$ cat src/design/apsd_pkg.sv
// Constants, register map and carrier types of the front-end path select decoder.
// Assumes a 100 MHz system clock and an APB master with 32-bit data.
// Notes on behaviour
// - Four-bit positive input code closes one path; 0 to 14 valid, 15 none.
// - Three-bit negative input code; 0 is signal ground, 1 to 7 further sources.
// - Two-bit reference-high code: converter reference, divided, millivolt, auxiliary three.
// - Reference-low codes 0 and 6 both analog ground; 1 to 5 distinct; 7 none.
// - Comparator positive code picks one of sixteen sources, thresholds and references included.
// - Register bits let each converter input bypass the RC pre-filter.
// - Without capacitance or continuity, negative threshold follows the two-bit field.
// - Continuity without capacitance forces the short-test threshold.
// - Capacitance picks set one or two by range bit, charge or discharge by comparator.
// - Clearing the buffer enable turns the AC buffer off with high-impedance output.
// - Gain bit zero gives unity gain, one gives external resistor gain.
// - Bypass bit one routes the source to the direct AC pin.
// - Diode bit zero uses the internal diode, one the external diode.
// - Rectifier amplifier is powered only while its enable bit is high.
// - Comparator enable comes straight from its own control bit.
// - Hysteresis bit zero gives none, one gives about 0.1 V hysteresis.
// - Comparator drives counter and charge toggle, inverted pin, readable status bit.
// - Mode 0011 closes the direct-output switch for very fast signals.
// - Two results: slow high-resolution with the offset chopped out, fast low-resolution with offset.
// - Modulator bit stream is averaged into a multi-bit result by a digital filter.
// - Modes 101x set capacitance, 100x continuity, 0001 only the diode flag.
package apsd_pkg;
    localparam int CLK_HZ = 100_000_000;
    localparam int SAMPLE_HZ = 166_700;
    localparam int SAMPLE_DIV = CLK_HZ / SAMPLE_HZ;
    localparam int HI_TAPS = 16384;
    localparam int LO_TAPS = 256;
    localparam int ACC_W = 16;

    localparam logic [7:0] OFS_PATH = 8'h00;
    localparam logic [7:0] OFS_CTRL = 8'h04;
    localparam logic [7:0] OFS_STATUS = 8'h08;
    localparam logic [7:0] OFS_HIRES = 8'h0C;
    localparam logic [7:0] OFS_LORES = 8'h10;

    localparam logic [3:0] MODE_DIODE = 4'h1;
    localparam logic [3:0] MODE_HBW = 4'h3;
    localparam logic [2:0] MODE_CONT_TOP = 3'h4;
    localparam logic [2:0] MODE_CAP_TOP = 3'h5;
    localparam logic [3:0] POS_NONE = 4'hF;
    localparam logic [2:0] REFL_ANALOG_GROUND_ALT = 3'h6;
    localparam logic [2:0] REFL_NONE = 3'h7;

    localparam int TH_ANALOG_GROUND = 0;
    localparam int TH_SPARE = 1;
    localparam int TH_CHG2 = 2;
    localparam int TH_OHM = 3;
    localparam int TH_SHORT = 4;
    localparam int TH_CHG1 = 5;
    localparam int TH_DIS1 = 6;
    localparam int TH_DIS2 = 7;

    typedef struct packed {
        logic prefilter_bypass_neg;
        logic prefilter_bypass_pos;
        logic capacitance_range_bit;
        logic [1:0] comparator_threshold_select;
        logic [3:0] comparator_pos_select;
        logic [2:0] ref_low_select;
        logic [1:0] ref_high_select;
        logic [2:0] neg_input_select;
        logic [3:0] pos_input_select;
    } apsd_path_s;

    typedef struct packed {
        logic hysteresis_select_bit;
        logic comparator_enable_bit;
        logic rectifier_enable;
        logic diode_select_bit;
        logic buffer_bypass_bit;
        logic buffer_gain_bit;
        logic ac_buffer_enable;
        logic [3:0] measurement_mode_field;
    } apsd_ctrl_s;

    typedef struct packed {
        logic [14:0] pos_converter_mux;
        logic [7:0] neg_converter_mux;
        logic [3:0] ref_high_mux;
        logic [5:0] ref_low_mux;
        logic [15:0] comparator_pos_mux;
        logic [7:0] comparator_neg_threshold;
        logic prefilter_bypass_pos;
        logic prefilter_bypass_neg;
        logic ac_buffer_enable;
        logic ac_buffer_hiz;
        logic buffer_gain_bit;
        logic buffer_bypass_bit;
        logic diode_select_bit;
        logic rectifier_enable;
        logic comparator_enable_bit;
        logic hysteresis_select_bit;
        logic direct_output_switch;
        logic fixed_source_enable;
    } apsd_sw_s;

    localparam apsd_path_s PATH_RST = '0;
    localparam apsd_ctrl_s CTRL_RST = '0;
endpackage

$ cat src/design/apsd_comb.sv
// Averaging filter for the one-bit modulator stream.
// Assumes sample_en is a one-cycle pulse at the modulator rate.
`timescale 1ns/1ps
module apsd_comb #(
    parameter int TAPS = 256
) (
    input wire logic clock,
    input wire logic rstn,
    input wire logic sample_en,
    input wire logic bit_in,
    output logic signed [apsd_pkg::ACC_W:0] result,
    output logic done
);
    import apsd_pkg::*;

    localparam logic [ACC_W-1:0] LAST = ACC_W'(TAPS - 1);
    localparam logic signed [ACC_W:0] HALF = (ACC_W+1)'(TAPS);

    logic [ACC_W-1:0] count_ff;
    logic [ACC_W:0] ones_ff;
    logic signed [ACC_W:0] result_ff;
    logic done_ff;
    logic [ACC_W:0] ones_now;

    assign ones_now = ones_ff + {{ACC_W{1'b0}}, bit_in};

    // Count of ones over a window gives the average of the stream
    always_ff @(posedge clock or negedge rstn) begin
        if (!rstn) begin
            count_ff <= '0;
            ones_ff <= '0;
        end else if (sample_en) begin
            if (count_ff == LAST) begin
                count_ff <= '0;
                ones_ff <= '0;
            end else begin
                count_ff <= count_ff + 1'b1;
                ones_ff <= ones_now;
            end
        end
    end

    // Bipolar result: twice the ones minus the window length
    always_ff @(posedge clock or negedge rstn) begin
        if (!rstn) begin
            result_ff <= '0;
            done_ff <= 1'b0;
        end else begin
            done_ff <= sample_en && (count_ff == LAST);
            if (sample_en && (count_ff == LAST)) begin
                result_ff <= signed'({ones_now[ACC_W-1:0], 1'b0}) - HALF;
            end
        end
    end

    assign result = result_ff;
    assign done = done_ff;
endmodule // apsd_comb

$ cat src/design/apsd_top.sv
// Path select and enable decoder of the meter front end, with APB registers
// and the two converter result filters.
// Assumes APB in the clock domain and a comparator and modulator bit already
// synchronous to the clock.
`timescale 1ns/1ps
module apsd_top #(
    parameter int HI_TAPS = apsd_pkg::HI_TAPS,
    parameter int SAMPLE_DIV = apsd_pkg::SAMPLE_DIV
) (
    input wire logic clock,
    input wire logic rstn,
    input wire logic psel,
    input wire logic penable,
    input wire logic pwrite,
    input wire logic [7:0] paddr,
    input wire logic [31:0] pwdata,
    output logic [31:0] prdata,
    output logic pready,
    output logic pslverr,
    input wire logic comparator_in,
    input wire logic modulator_bit,
    output apsd_pkg::apsd_sw_s switches,
    output logic freq_counter_input,
    output logic charge_toggle,
    output logic comparator_n_pin,
    output logic chop
);
    import apsd_pkg::*;

    localparam int PATH_W = $bits(apsd_path_s);
    localparam int CTRL_W = $bits(apsd_ctrl_s);
    localparam int DIV_W = 16;
    localparam logic [DIV_W-1:0] DIV_LAST = DIV_W'(SAMPLE_DIV - 1);

    apsd_path_s path_ff;
    apsd_ctrl_s ctrl_ff;
    apsd_sw_s sw_ff;
    apsd_sw_s nxt_sw;
    logic [31:0] prdata_ff;
    logic [31:0] nxt_prdata;
    logic pready_ff;
    logic pslverr_ff;
    logic nxt_err;
    logic cmp_ff;
    logic cmp_n_ff;
    logic chop_ff;
    logic [DIV_W-1:0] div_ff;
    logic sample_en_ff;
    logic hi_new_ff;
    logic lo_new_ff;
    logic signed [ACC_W:0] hi_first_ff;
    logic signed [ACC_W:0] hires_ff;
    logic signed [ACC_W:0] lores_ff;
    logic signed [ACC_W:0] hi_sum;
    logic signed [ACC_W:0] lo_sum;
    logic signed [ACC_W+1:0] hi_diff;
    logic hi_done;
    logic lo_done;
    logic wr_en;
    logic rd_en;
    logic access;
    logic cap_flag;
    logic cont_flag;
    logic diode_flag;
    logic src_flag;

    assign access = psel && penable && pready_ff;
    assign wr_en = access && pwrite;
    assign rd_en = access && !pwrite;

    // Mode flags
    always_comb begin
        cap_flag = (ctrl_ff.measurement_mode_field[3:1] == MODE_CAP_TOP);
        cont_flag = (ctrl_ff.measurement_mode_field[3:1] == MODE_CONT_TOP);
        diode_flag = (ctrl_ff.measurement_mode_field == MODE_DIODE);
        src_flag = cap_flag || cont_flag || (ctrl_ff.measurement_mode_field == MODE_HBW);
    end

    // Bus answer one cycle into the access phase, so every answer comes from a flop
    always_ff @(posedge clock or negedge rstn) begin
        if (!rstn) begin
            pready_ff <= 1'b0;
            pslverr_ff <= 1'b0;
            prdata_ff <= '0;
        end else begin
            pready_ff <= psel && penable && !pready_ff;
            pslverr_ff <= psel && penable && !pready_ff && nxt_err;
            if (psel && penable && !pready_ff) begin
                prdata_ff <= pwrite ? 32'h0000_0000 : nxt_prdata;
            end
        end
    end

    // Read mux and unmapped decode
    always_comb begin
        nxt_prdata = 32'h0000_0000;
        nxt_err = 1'b0;
        if (paddr == OFS_PATH) begin
            nxt_prdata[PATH_W-1:0] = path_ff;
        end else if (paddr == OFS_CTRL) begin
            nxt_prdata[CTRL_W-1:0] = ctrl_ff;
        end else if (paddr == OFS_STATUS) begin
            nxt_prdata[0] = cmp_ff;
            nxt_prdata[1] = cap_flag;
            nxt_prdata[2] = cont_flag;
            nxt_prdata[3] = diode_flag;
            nxt_prdata[4] = hi_new_ff;
            nxt_prdata[5] = lo_new_ff;
            nxt_prdata[6] = chop_ff;
        end else if (paddr == OFS_HIRES) begin
            nxt_prdata = {{(31-ACC_W){hires_ff[ACC_W]}}, hires_ff};
        end else if (paddr == OFS_LORES) begin
            nxt_prdata = {{(31-ACC_W){lores_ff[ACC_W]}}, lores_ff};
        end else begin
            nxt_err = 1'b1;
        end
    end

    // Path select register
    always_ff @(posedge clock or negedge rstn) begin
        if (!rstn) begin
            path_ff <= PATH_RST;
        end else if (wr_en && (paddr == OFS_PATH)) begin
            path_ff <= pwdata[PATH_W-1:0];
        end
    end

    // Control register
    always_ff @(posedge clock or negedge rstn) begin
        if (!rstn) begin
            ctrl_ff <= CTRL_RST;
        end else if (wr_en && (paddr == OFS_CTRL)) begin
            ctrl_ff <= pwdata[CTRL_W-1:0];
        end
    end

    // Comparator copies
    always_ff @(posedge clock or negedge rstn) begin
        if (!rstn) begin
            cmp_ff <= 1'b0;
            cmp_n_ff <= 1'b1;
        end else begin
            cmp_ff <= comparator_in;
            cmp_n_ff <= !comparator_in;
        end
    end

    // Switch decode
    always_comb begin
        nxt_sw = '0;
        if (path_ff.pos_input_select != POS_NONE) begin
            nxt_sw.pos_converter_mux = 15'h0001 << path_ff.pos_input_select;
        end
        nxt_sw.neg_converter_mux = 8'h01 << path_ff.neg_input_select;
        nxt_sw.ref_high_mux = 4'h1 << path_ff.ref_high_select;
        if (path_ff.ref_low_select == REFL_ANALOG_GROUND_ALT) begin
            nxt_sw.ref_low_mux = 6'h01;
        end else if (path_ff.ref_low_select != REFL_NONE) begin
            nxt_sw.ref_low_mux = 6'h01 << path_ff.ref_low_select;
        end
        nxt_sw.comparator_pos_mux = 16'h0001 << path_ff.comparator_pos_select;
        // Threshold priority: capacitance, then continuity, then field
        if (cap_flag) begin
            if (path_ff.capacitance_range_bit) begin
                nxt_sw.comparator_neg_threshold[cmp_ff ? TH_DIS2 : TH_CHG2] = 1'b1;
            end else begin
                nxt_sw.comparator_neg_threshold[cmp_ff ? TH_DIS1 : TH_CHG1] = 1'b1;
            end
        end else if (cont_flag) begin
            nxt_sw.comparator_neg_threshold[TH_SHORT] = 1'b1;
        end else begin
            case (path_ff.comparator_threshold_select)
                2'h0: nxt_sw.comparator_neg_threshold[TH_ANALOG_GROUND] = 1'b1;
                2'h1: nxt_sw.comparator_neg_threshold[TH_SPARE] = 1'b1;
                2'h2: nxt_sw.comparator_neg_threshold[TH_CHG2] = 1'b1;
                default: nxt_sw.comparator_neg_threshold[TH_OHM] = 1'b1;
            endcase
        end
        nxt_sw.prefilter_bypass_pos = path_ff.prefilter_bypass_pos;
        nxt_sw.prefilter_bypass_neg = path_ff.prefilter_bypass_neg;
        nxt_sw.ac_buffer_enable = ctrl_ff.ac_buffer_enable;
        nxt_sw.ac_buffer_hiz = !ctrl_ff.ac_buffer_enable;
        nxt_sw.buffer_gain_bit = ctrl_ff.buffer_gain_bit;
        nxt_sw.buffer_bypass_bit = ctrl_ff.buffer_bypass_bit;
        nxt_sw.diode_select_bit = ctrl_ff.diode_select_bit;
        nxt_sw.rectifier_enable = ctrl_ff.rectifier_enable;
        nxt_sw.comparator_enable_bit = ctrl_ff.comparator_enable_bit;
        nxt_sw.hysteresis_select_bit = ctrl_ff.hysteresis_select_bit;
        nxt_sw.direct_output_switch = (ctrl_ff.measurement_mode_field == MODE_HBW);
        nxt_sw.fixed_source_enable = src_flag;
    end

    // Registered switch drive keeps decode glitches off the analog switches
    always_ff @(posedge clock or negedge rstn) begin
        if (!rstn) begin
            sw_ff <= '0;
        end else begin
            sw_ff <= nxt_sw;
        end
    end

    // Modulator sample rate divider
    always_ff @(posedge clock or negedge rstn) begin
        if (!rstn) begin
            div_ff <= '0;
            sample_en_ff <= 1'b0;
        end else begin
            sample_en_ff <= (div_ff == DIV_LAST);
            div_ff <= (div_ff == DIV_LAST) ? '0 : div_ff + 1'b1;
        end
    end

    apsd_comb #(
        .TAPS(HI_TAPS)
    ) u_hi_comb (
        .clock(clock),
        .rstn(rstn),
        .sample_en(sample_en_ff),
        .bit_in(modulator_bit ^ chop_ff),
        .result(hi_sum),
        .done(hi_done)
    );

    apsd_comb #(
        .TAPS(LO_TAPS)
    ) u_lo_comb (
        .clock(clock),
        .rstn(rstn),
        .sample_en(sample_en_ff),
        .bit_in(modulator_bit),
        .result(lo_sum),
        .done(lo_done)
    );

    // Chopped window pair: the signal flips sign in the inverted second half and the offset does not, so the difference cancels it.
    // Costs half the output rate of the slow path.
    assign hi_diff = {hi_first_ff[ACC_W], hi_first_ff} - {hi_sum[ACC_W], hi_sum};

    always_ff @(posedge clock or negedge rstn) begin
        if (!rstn) begin
            chop_ff <= 1'b0;
            hi_first_ff <= '0;
            hires_ff <= '0;
        end else if (hi_done) begin
            chop_ff <= !chop_ff;
            if (!chop_ff) begin
                hi_first_ff <= hi_sum;
            end else begin
                hires_ff <= hi_diff[ACC_W+1:1];
            end
        end
    end

    // Fast path keeps the offset
    always_ff @(posedge clock or negedge rstn) begin
        if (!rstn) begin
            lores_ff <= '0;
        end else if (lo_done) begin
            lores_ff <= lo_sum;
        end
    end

    // New-result flags; a fresh result beats the clear by read
    always_ff @(posedge clock or negedge rstn) begin
        if (!rstn) begin
            hi_new_ff <= 1'b0;
            lo_new_ff <= 1'b0;
        end else begin
            if (hi_done && chop_ff) begin
                hi_new_ff <= 1'b1;
            end else if (rd_en && (paddr == OFS_HIRES)) begin
                hi_new_ff <= 1'b0;
            end
            if (lo_done) begin
                lo_new_ff <= 1'b1;
            end else if (rd_en && (paddr == OFS_LORES)) begin
                lo_new_ff <= 1'b0;
            end
        end
    end

    assign prdata = prdata_ff;
    assign pready = pready_ff;
    assign pslverr = pslverr_ff;
    assign switches = sw_ff;
    assign freq_counter_input = cmp_ff;
    assign charge_toggle = cmp_ff;
    assign comparator_n_pin = cmp_n_ff;
    assign chop = chop_ff;
endmodule // apsd_top

$ cat config.mk
export PLATFORM = sky130hd
export DESIGN_NAME = apsd_top
export DESIGN_NICKNAME = d
export VERILOG_FILES = /design/src/design/apsd_pkg.sv /design/src/design/apsd_comb.sv /design/src/design/apsd_top.sv
export SDC_FILE = /design/constraint.sdc
export NUM_CORES = 1
export LEC_CHECK = 0
export ABC_AREA = 1
export CORE_UTILIZATION = 35
export DETAILED_ROUTE_END_ITERATION = 10
export DONT_BUFFER_PORTS = 1
export GPL_TIMING_DRIVEN = 0
export SYNTH_ARGS = -nofsm -noshare
export SYNTH_HDL_FRONTEND = slang
export SYNTH_HIERARCHICAL = 1
export SYNTH_SLANG_ARGS = --single-unit
$ cat constraint.sdc
create_clock -name clock -period 3.9 [get_ports clock]
set_input_delay 0.585 -clock clock [delete_from_list [all_inputs] [get_ports clock]]
set_output_delay 0.585 -clock clock [all_outputs]
set_load 0.02 [all_outputs]
# Word level (Yosys, flattened, before mapping)
# Index checks and enable logic that the tools add are counted.
# W data, S select, Z words.
# op_classes
add_sub_neg	8
order_cmp	4
eq_ne	16
shifts	5
n_mux	41
n_bitwise	2
n_reduce_logical	29
# ops
cell	count
$mux W32	3
$add A16 B1 Y16 const B	3
$mux W16	3
$mux W21	2
$add A17 B1 Y17	2
$mux W17	2
$mux W25	1
$mux W11	2
$sub A17 B17 Y18	1
$sub A17 B10 Y17 const B	1
$sub A17 B16 Y17 const B	1
$eq A16 B10 Y1 const B	1
$eq A16 B14 Y1 const B	1
$eq A16 B8 Y1 const B	1
$eq A8 B4 Y1 const B	2
$mux W1	16
$shl A1 B4 Y16 const A	1
$logic_and A1 B1 Y1	15
$mux W15	1
$shl A1 B4 Y15 const A	1
$mux W6	2
$eq A3 B3 Y1 const B	3
$eq A8 B3 Y1 const B	1
$eq A8 B5 Y1 const B	1
other kinds (27)	38
# totals
regBits	310
input_bits	47
out_inout_bits	107
wordCells	161

# Logic depth before layout (Yosys ltp)
# Gate-level depths: netlist of the first run.
# depth
ltp_word	7
depth_mapped	15
depth_no_buf	15

# By module
# The synthesis of the first run kept the hierarchy.
# by_module_without_submodules
mod	instances	cells_each	area_per_inst_um2	seq_area_each_um2
apsd_top	1	1026	8838.5	4956.0
apsd_comb (u_lo_comb)	1	323	2735.1	1226.2
apsd_comb (u_hi_comb)	1	299	2489.9	1226.2

# Worst setup path before layout of the first run
# Ideal clock, no wire load.
# synth_timing
path_type	input to register
from	input modulator_bit
to	register u_hi_comb.result_ff[16], in the netlist u_hi_comb/result[16]
setup_time_ns	0.117
arrival_ns	2.105
t_required_ns	3.783
path_slack_ns	1.677
path_stages	13
n_path_buf	0
path_cell_list	xor2_1 > ha_1 > ha_1 > nand2_1 > nor3_4 > nand4_1 > nand2_1 > inv_1 > ha_1 > inv_1 > nand3_1 > nand3_1 > nand2_1
# synth_between
elab_chain_len	3
# synth_rtl
item	line_no	rtl
start, declared	apsd_top.sv:21	input wire logic modulator_bit,
$xor A1 B1 Y1	apsd_top.sv:219	.bit_in(modulator_bit ^ chop_ff),
$add A17 B1 Y17	apsd_comb.sv:25	assign ones_now = ones_ff + {{ACC_W{1'b0}}, bit_in};
$sub A17 B16 Y17	apsd_comb.sv:51	result_ff <= signed'({ones_now[ACC_W-1:0], 1'b0}) - HALF;
end signal, assigned	apsd_comb.sv:51	
end, declared	apsd_comb.sv:21	logic signed [ACC_W:0] result_ff;
# Every way passes these cells.
# A chain may end at the register's enable or synchronous reset.

# Worst setup path in the final report of the first run
# layout_timing
from	register chop_ff, in the netlist chop
to	register u_hi_comb.result_ff[16], in the netlist u_hi_comb/result[16]
# layout_between
elab_chain_len	3
# layout_rtl
item	line_no	rtl
start, declared	apsd_top.sv:46	logic chop_ff;
start signal, assigned	apsd_top.sv:245	chop_ff <= !chop_ff;
$xor A1 B1 Y1	apsd_top.sv:219	
$add A17 B1 Y17	apsd_comb.sv:25	
$sub A17 B16 Y17	apsd_comb.sv:51	
# Every way passes these cells.

==> flow_summary.toml, run 1 <==
[run_status]
status = "finished with violations"
violations = "hold timing"

[logic_synthesis]
synth-seq-area-share_pct = 52.7
postSynthAreaPerCell_um2 = 8.53
synth.net_count = 1723
ys_ff_latch = 296
synth_area_mm2 = 0.0141
netlist.area_leader.share_pct = 52.5
yosys.area.top_type = "dfrtp_1"
synthTopCellsByArea = "dfrtp_1 (52%), nand2_1 (12%), inv_1 (5.0%)"
synth_warnings = 6
synthCells = 1648
synth.distinct_cells = 55

[timing]
min_period_ns = 2.65
fin_skew_ns = 0.0142
worst_pin_slew_ns = 0.595
slew_viol_final = 0
final.setup.tns_ns = 0
relSlewSlack_pct = 60.0
min_period_over_period_pct = 68.0
rsz0062_at_grt = "no"
setup_violations = 0
hold_viol = 295
holdWs_ns = -0.234
timing.fmax_mhz = 377

[hold_path]
worst_hold_path_type = "in2async"

[floorplan]
die_w_um = 202
die_y_um = 202
ios = 154
row_count = 73
core_mm2 = 0.0396
start_util_pct = 35.5
die_area_mm2 = 0.0410

[power_and_ir_drop]
powerDensity_mw_per_mm2 = 408
switching_share_pct = 21.4
p_int_mw = 5.09
comb_power_share_pct = 1.8
p_seq_share_pct = 47.8
p_leak_nw = 8.07
ir_drop_uv = 280
power.total_mw = 6.48
p_switching_mw = 1.38
power_frac_clock_pct = 50.4

[drt]
wl_per_cell_um = 14.7
drc_errors = 0
routed_via_density = 4.83
drt_iter0_drc = 627
postRouteAntennaNets = 0
drt_wl_total_um = 32800
vias = 10800
dr.pass1.iters = 6

[clock_network]
cts_buffers = 35
clk_pin_slew_worst_paths_ns = 0.05
htree_levels = 2
clock_latency_ns = 0.52
cts_num_sinks = 296
cts_tree = "done"
cts_setup_buffers = 0
clock_tree.buffer_depth = 3
cts_resized = 0
cts_root_buf = "clkbuf_16"

[grt]
grt_usage_pct = 16.4
grt_pass1_vias = 10800
grt_max_degree = 297
grt_overflow = 0
grt_pass1_wl_um = 54900
antenna_found_initial = 0

[worst_setup_path]
r2r_start = "chop"
r2r_slack_ns = 1.25
crit_slowest_cell = "dfrtp_1"
r2r_cells = 13
r2r_end = "u_hi_comb/result[16]"
required_ns = 4.30
crit_chain = "xor2_1, ha_1, ha_1, nand2_1, nor3_4, nand4_1, nand2_1, inv_1, ha_1, inv_1, nand3_1, nand3_1, nand2_1"
crit_type = "reg2reg"
crit_path_start_kind = "register"
endpoint_kind = "register"
arrival_ns = 3.06
max_stage_delay_ns = 0.70
worstPathMaxFanout = 6

[finish]
fin_nets = 1760
multi_input_area_mm2 = 0.00561
seq_area_mm2 = 0.00741
n_fill_cell = 3993
area.growth.synth_to_final_pct = 12.9
antenna_cells = 0
fin_util_pct = 40.1
drive_gt1_share_pct = 10.1

[job]
drv_cap = 0

[place]
place_congestion = 0.890
place_hpwl_um = 24100
place.port_buffers = 0
[per-stage QoR]
step                worst slack, ns  area, um^2  hold slack [ns]  instances
finish                         1.25       15900           -0.234       2235
global route                   1.07       15900           -0.252       2235
global placement               1.29       14700            0.295       2173
detailed placement             1.26       14700            0.295       2173
floorplan                      1.68       14100            0.289       1648
CTS                            1.25       15900           -0.253       2235
[per-layer routing]
metal / routed length [um] / track usage, % / vias to the layer above
met4: 953 / 5.93 / 0
met2: 15300 / 27.3 / 280
met5: 0 / 0 / -
met3: 1990 / 3.68 / 69
li1: - / - / 5351
met1: 14600 / 20.9 / 5099
[layout by cell type, fill, tap and decap left out, types with 35 or more instances in the layout]
cell type	count
a21oi_1	42
clkbuf_16	35
dfrtp_1	295
inv_1	186
nand2_1	439
nand3_1	106
nor2_1	120
nor3_1	44
o21ai_0	93
o21ai_1	44
[power groups by stage]
stage / sequential, mW / clock [mW] / combinational [mW]
floorplan: 3.15 / 0 / 0.0927
finish: 3.09 / 3.26 / 0.119
detailed placement: 3.15 / 0 / 0.119
global placement: 3.15 / 0 / 0.117
global route: 3.09 / 3.48 / 0.134
CTS: 3.09 / 3.35 / 0.120
[Yosys cell counts, drive strengths merged]
| master | n |
|---|---|
| nor2 | 139 |
| o22ai | 16 |
| nor3 | 52 |
| a22o | 1 |
| dfrtp | 295 |
| o32ai | 1 |
| nor4 | 6 |
| and3 | 1 |
| nand4 | 25 |
| inv | 206 |
| xor2 | 31 |
| nand3 | 113 |
| buf | 30 |
| or2 | 6 |
| o211ai | 2 |
| a21o | 1 |
| and2 | 1 |
| o31ai | 1 |
| clkbuf | 19 |
| xnor2 | 15 |
| a21oi | 42 |
| nand3b | 5 |
| nor3b | 5 |
| o21ai | 140 |
| dfstp | 1 |
| o21a | 1 |
| fa | 1 |
| ha | 27 |
| a31oi | 3 |
| nand2 | 458 |
| conb | 2 |
| a31o | 1 |
| clkinv | 1 |
[registers in the layout (all words and copies together), names as in the netlist, 16 cells and up]
register            cells
switches               69
prdata                 22
path_ff                19
hi_first_ff            17
hires_ff               17
lores_ff               17
div_ff                 16
u_hi_comb/count_ff     16
u_hi_comb/ones_ff      16
u_hi_comb/result       16
u_lo_comb/count_ff     16
u_lo_comb/ones_ff      16
u_lo_comb/result       16
[layout make-up]
cell class | count | area share (%)
sequential | 296 | 46.6
multi-input combinational | 1096 | 35.3
clock buffer | 46 | 6.15
inverter | 207 | 4.92
tap | 525 | 4.14
buffer | 49 | 1.65
clock inverter | 16 | 1.16
[critical path: cells and delay by family, from the launching register on]
kind,cells,cell delay [ns]
simple gates,7,0.82
xor+xnor,1,0.26
buf+inv,2,0.11
fa+ha+maj,3,0.65
flops,1,0.70
[worst max-delay path by stage]
| stage | start | end | slack (ns) |
|---|---|---|---|
| after floorplan | modulator_bit | u_hi_comb/result[16] | 1.68 |
| final | chop | u_hi_comb/result[16] | 1.25 |
| after CTS | chop | u_hi_comb/result[16] | 1.25 |
| after global placement | chop | u_hi_comb/result[16] | 1.29 |
| after global routing | chop | u_hi_comb/result[16] | 1.07 |
| after detailed placement | chop | u_hi_comb/result[16] | 1.26 |
[logic make-up after synthesis]
kind of cell             share of synthesized area, %
AND/OR/NAND/NOR                                  26.5
other                                          0.0534
flip-flops                                       52.7
buffers and inverters                            7.43
adder cells (fa/ha/maj)                          2.54
XOR/XNOR                                         2.92
AO/OA/AOI/OAI                                    7.89
(Power assumes the default switching activity.)
==> run 2, diff against run 1 <==
- clock period: 3.9 -> 2.32 ns (I/O delays scaled with it)
==> run 2 against run 1 <==
- the run still ends with hold timing left
- design area grew 2.4%
- register-to-register slack lost 1.2 ns
- power is 69% higher
- non-clock buffer count grew 35
- flip-flop and latch count unchanged
- maximum frequency rose by 18%
- worst setup slack got worse by 1.2 ns
- utilization grew 0.97 points
- global-route usage rose by 0.19 points
- die area stayed put
- combinational power grew 120%
==> flow_summary.toml, run 2 (synthesis gave the netlist of run 1 again) <==
[power_and_ir_drop]
switching_share_pct = 21.3
powerDensity_mw_per_mm2 = 672
power.total_mw = 10.9
p_int_mw = 8.60
comb_power_share_pct = 2.4
p_leak_nw = 8.21
ir_drop_uv = 472
power_frac_clock_pct = 50.1
p_switching_mw = 2.34
p_seq_share_pct = 47.6

[worst_setup_path]
r2r_end = "u_hi_comb/result[16]"
crit_type = "reg2reg"
crit_path_start_kind = "register"
max_stage_delay_ns = 0.53
crit_chain = "xor2_2, buf_4, ha_1, inv_1, nor2_2, nand2_2, nor3_4, nand3_2, nand2_2, inv_1, ha_2, inv_1, nand3_1, nand3_1, nand2_1"
r2r_slack_ns = 0.07
crit_buf_inv = 4
required_ns = 2.72
critPathTopFamily = "simple AND/OR/NAND/NOR gates"
crit_top_cell = "inv_1"
r2r_start = "chop"
endpoint_kind = "register"
r2r_cells = 15
worstPathMaxFanout = 6
arrival_ns = 2.65
crit_slowest_cell = "dfrtp_2"

[hold_path]
worst_hold_path_type = "in2async"

[timing]
setup_violations = 0
rsz0062_at_grt = "yes"
worst_pin_slew_ns = 0.601
holdWs_ns = -0.472
min_period_ns = 2.25
slew_viol_final = 0
relSlewSlack_pct = 59.9
fin_skew_ns = 0.0115
min_period_over_period_pct = 96.9
final.setup.tns_ns = 0
timing.fmax_mhz = 445
hold_viol = 296

[grt]
grt_pass1_wl_um = 55600
antenna_found_initial = 0
grt_max_degree = 297
grt_usage_pct = 16.6
grt_pass1_vias = 10900
grt_overflow = 0

[floorplan]
ios = 154
die_y_um = 202
die_w_um = 202
row_count = 73
start_util_pct = 35.5
core_mm2 = 0.0396
die_area_mm2 = 0.0410

[drt]
vias = 10900
drc_errors = 0
routed_via_density = 4.78
drt_iter0_drc = 607
wl_per_cell_um = 14.6
postRouteAntennaNets = 0
drt_wl_total_um = 33200
dr.pass1.iters = 5

[finish]
largest_reg_flops = 69
drive_gt1_share_pct = 11.3
n_fill_cell = 3964
final_area_mm2 = 0.0163
final_cell_mix = "nand2_1 (435), dfrtp_1 (294), inv_1 (186), nor2_1 (119), nand3_1 (105)"
layout_commonest_cell = "nand2_1"
fin_util_pct = 41.0
fin_nets = 1795
area.growth.synth_to_final_pct = 15.7
antenna_cells = 0

[run_status]
violations = "hold timing"
status = "finished with violations"

[clock_network]
cts-hold-fix-buffers = 24
cts_root_buf = "clkbuf_16"
clock_tree.buffer_depth = 3
clock_latency_ns = 0.52
cts_buffers = 35
htree_levels = 2
clk_pin_slew_worst_paths_ns = 0.05
cts_tree = "done"
cts_num_sinks = 296

[place]
place_congestion = 0.890
place_hpwl_um = 24100
place_area_mm2 = 0.0147
place.port_buffers = 0

[job]
drv_cap = 0
==> run 2: cell types whose count changed in the layout (fill, tap and decap cells not counted), sizes merged <==
cell         change
buf             +11
dlygate4sd3     +24
==> run 2: area by class of cell <==
type	count	area, um^2	area share [%]
inverter	207	782	4.81
clock buffer	46	977	6.01
multi-input combinational	1096	5670	34.9
timing repair buffer	35	323	1.98
clock inverter	16	184	1.13
tap	525	657	4.04
sequential	296	7410	45.6
buffer	49	263	1.62
==> run 2: worst max-delay path by stage <==
stage / end / cells after the start / slack (ns) / from
CTS: u_hi_comb/result[16] / 13 / 0.0003 / chop
finish: u_hi_comb/result[16] / 15 / 0.07 / chop
floorplan: u_hi_comb/result[16] / 13 / 0.14 / chop
detailed placement: u_hi_comb/result[16] / 13 / -0.32 / chop
global route: u_hi_comb/result[16] / 15 / -0.05 / chop
global placement: u_hi_comb/result[16] / 13 / -0.29 / chop
==> run 2: timing repair <==
action,CTS,global route
endpoints found under the setup margin,7,6
gates resized for setup,10,7
pin swaps,6,9
hold endpoints to repair,329,296
buffers inserted,6,5
==> run 2: power by group through the flow <==
stage / sequential (mW) / clock (mW) / combinational [mW]
global route: 5.20 / 5.85 / 0.284
global placement: 5.29 / 0 / 0.196
finish: 5.20 / 5.48 / 0.258
CTS: 5.20 / 5.63 / 0.249
floorplan: 5.29 / 0 / 0.156
detailed placement: 5.29 / 0 / 0.200
==> run 2: metal layers <==
metal / up-vias / wire [um] / track usage, %
li1: 5424 / - / -
met1: 5101 / 14700 / 21.0
met2: 267 / 15600 / 27.7
met3: 65 / 1920 / 3.74
met4: 0 / 950 / 6.07
met5: - / 0 / 0
==> run 2: per-stage QoR <==
stage / hold WS, ns / instances / setup slack, ns
2_1_floorplan: 0.0524 / 1648 / 0.143
3_3_place_gp: 0.0583 / 2173 / -0.290
3_5_place_dp: 0.0585 / 2173 / -0.316
4_1_cts: -0.490 / 2265 / 0.000347
5_1_grt: -0.489 / 2270 / -0.0529
6_report: -0.472 / 2270 / 0.0720
==> run 2: worst reg2reg max path, delay by kind of cell, from the launching register on <==
kind          cells  cell delay [ns]
simple gates      8             0.81
flops             1             0.53
buf+inv           4             0.28
fa+ha+maj         2             0.31
xor+xnor          1             0.23
==> run 3, diff against run 2 <==
- ABC_AREA: 1 -> unset
- CTS_BUF_LIST: unset -> sky130_fd_sc_hd__clkbuf_4 sky130_fd_sc_hd__clkbuf_8
- clock period: 2.32 -> 2.3 ns (I/O delays scaled with it)
==> run 3 against run 2 <==
- the run ends with hold timing, setup timing left
- power fell by 2.8%
- first-iteration DRC count shrank 19%
- register-to-register slack lost 0.14 ns
- utilization increased by 0.69 points
- maximum frequency is 5.1% lower
==> flow_summary.toml, run 3 <==
[worst_setup_path]
max_stage_delay_ns = 0.53
critPathTopFamily = "XOR/XNOR gates"
crit_buf_inv = 0
required_ns = 2.77
arrival_ns = 2.84
crit_slowest_cell = "dfrtp_2"
crit_type = "reg2reg"
crit_chain = "xor2_2, ha_2, ha_4, and2_4, nand4_1, xor2_1, ha_2, xor2_1, xnor2_1, mux2_4"
crit_path_start_kind = "register"
endpoint_kind = "register"
r2r_slack_ns = -0.07
worstPathMaxFanout = 7

[clock_network]
cts_buffers = 49
htree_levels = 2
clk_pin_slew_worst_paths_ns = 0.07
cts_num_sinks = 296
cts-hold-fix-buffers = 24
clock_latency_ns = 0.59
cts_root_buf = "clkbuf_8"
cts_tree = "done"
clock_tree.buffer_depth = 3

[floorplan]
core_mm2 = 0.0387
die_area_mm2 = 0.0402
die_w_um = 201
ios = 154
row_count = 72
die_y_um = 201
start_util_pct = 35.6

[power_and_ir_drop]
p_leak_nw = 7.47
ir_drop_uv = 347
powerDensity_mw_per_mm2 = 658
power.total_mw = 10.6

[timing]
setup_ws_ns = -0.0693
rsz0062_at_grt = "yes"
setup_violations = 1
hold_viol = 296
holdWs_ns = -0.548
fin_skew_ns = 0.0256
slew_viol_final = 0
min_period_ns = 2.37
relSlewSlack_pct = 48.0
timing.fmax_mhz = 422
worst_pin_slew_ns = 0.775
min_period_over_period_pct = 103

[hold_path]
worst_hold_path_type = "in2async"

[place]
place_area_mm2 = 0.0145
place.port_buffers = 0
place_congestion = 0.872
place_hpwl_um = 21900

[grt]
grt_max_degree = 297
antenna_found_initial = 0
grt_usage_pct = 15.8
grt_overflow = 0
grt_pass1_vias = 9677
grt_pass1_wl_um = 52300

[logic_synthesis]
post-synth-top-count-cell = "dfrtp_1"
yosys.area.top_type = "dfrtp_1"
async_flop_share_pct = 100
synth_area_mm2 = 0.0138
synthTopCellsByCount = "dfrtp_1 (295), nand2_1 (152), nor2_1 (100), o21ai_0 (78), mux2_2 (54)"
ys_ff_latch = 296
synth.net_count = 1370
synthCells = 1295
synth-seq-area-share_pct = 53.7
netlist.area_leader.share_pct = 53.5
synth-edff-count = 0
synth.distinct_cells = 89
synthTopCellsByArea = "dfrtp_1 (54%), mux2_2 (4.4%), nand2_1 (4.1%)"
postSynthAreaPerCell_um2 = 10.7
synth_warnings = 6
synth_ff_type = "dfrtp_1"

[finish]
area.growth.synth_to_final_pct = 17.2
layout_commonest_cell = "dfrtp_1"
final_cell_mix = "dfrtp_1 (294), nand2_1 (151), nor2_1 (98), o21ai_0 (77), clkbuf_8 (62)"
final_area_mm2 = 0.0162
largest_reg_flops = 69
drive_gt1_share_pct = 19.8
antenna_cells = 0
fin_nets = 1465

[job]
drv_cap = 0

[drt]
routed_via_density = 4.95
drt_iter0_drc = 489
drc_errors = 0
wl_per_cell_um = 16.1
postRouteAntennaNets = 0
vias = 9628
dr.pass1.iters = 6
drt_wl_total_um = 31300

[run_status]
status = "finished with violations"
violations = "hold timing, setup timing"
==> run 3: report_power, final <==
part / internal (mW) / switching, mW / total, mW
clock: 3.12 / 2.09 / 5.22
sequential: 5.22 / 0.0204 / 5.24
combinational: 0.0766 / 0.0980 / 0.175
==> run 3: cells by family (layout without fill, tap and decap cells) <==
family,after synthesis,count (layout),synth area share (%)
simple gates,448,448,16.2
flops,296,296,53.7
compound gates,249,249,12.0
buf+inv,118,250,4.44
xor+xnor,86,86,5.46
mux,68,68,5.55
fa+ha+maj,28,28,2.59
other cells,2,2,0.0544
==> run 3: through the flow <==
| stage | setup TNS [ns] | utilization [%] | instances | hold WS, ns | setup WS [ns] |
|---|---|---|---|---|---|
| after floorplan | 0 | - | 1295 | 0.0494 | 0.00578 |
| after global placement | -0.909 | 37.4 | 1813 | 0.0545 | -0.381 |
| after detailed placement | -1.04 | 37.4 | 1813 | 0.0547 | -0.414 |
| after CTS | -0.118 | 41.4 | 1937 | -0.586 | -0.118 |
| after global routing | -0.441 | 41.7 | 1945 | -0.586 | -0.203 |
| final | -0.0693 | 41.7 | 1945 | -0.548 | -0.0693 |
==> run 3: area by class of cell <==
| type | count | area, um^2 |
|---|---|---|
| plain buffers | 78 | 465 |
| clock buffers | 77 | 966 |
| clock inverters | 11 | 165 |
| fillers | 3715 | 22600 |
| inverters | 39 | 146 |
| multi-input cells | 881 | 5960 |
| flip-flops and latches | 296 | 7410 |
| well taps | 518 | 648 |
| repair buffers | 45 | 398 |
==> run 3: final timing paths <==
path | depth (start not counted) | endpoint | start
min in group clock | 3 | pslverr | paddr[6]
max in group asynchronous | 0 | hi_first_ff[10] | rstn
min | 0 | switches[61] | rstn
min reg2reg | 0 | switches[11] | nxt_sw[11]
max | 10 | u_hi_comb/result[16] | chop
max reg2reg | 10 | u_hi_comb/result[16] | chop
==> run 3: repair_timing <==
item / 4_1_cts / 5_1_grt
resized for setup: 17 / 18
pin swaps: 11 / 16
endpoints found under the setup margin: 15 / 17
hold endpoints to repair: 331 / 296
setup buffers: 12 / 9
==> run 3: metal layers <==
| metal | up-vias | wire length, um | global-route usage (%) |
|---|---|---|---|
| li1 | 4700 | - | - |
| met1 | 4661 | 14000 | 20.4 |
| met2 | 222 | 15100 | 26.2 |
| met3 | 45 | 1570 | 3.52 |
| met4 | 0 | 697 | 5.18 |
| met5 | - | 0 | 0 |
==> run 3: worst reg2reg max path, cell delays in order, from the launching register on <==
cell,delay [ns]
dfrtp_2,0.53
xor2_2,0.20
ha_2,0.22
ha_4,0.16
and2_4,0.16
nand4_1,0.10
xor2_1,0.18
ha_2,0.19
xor2_1,0.18
xnor2_1,0.08
mux2_4,0.25
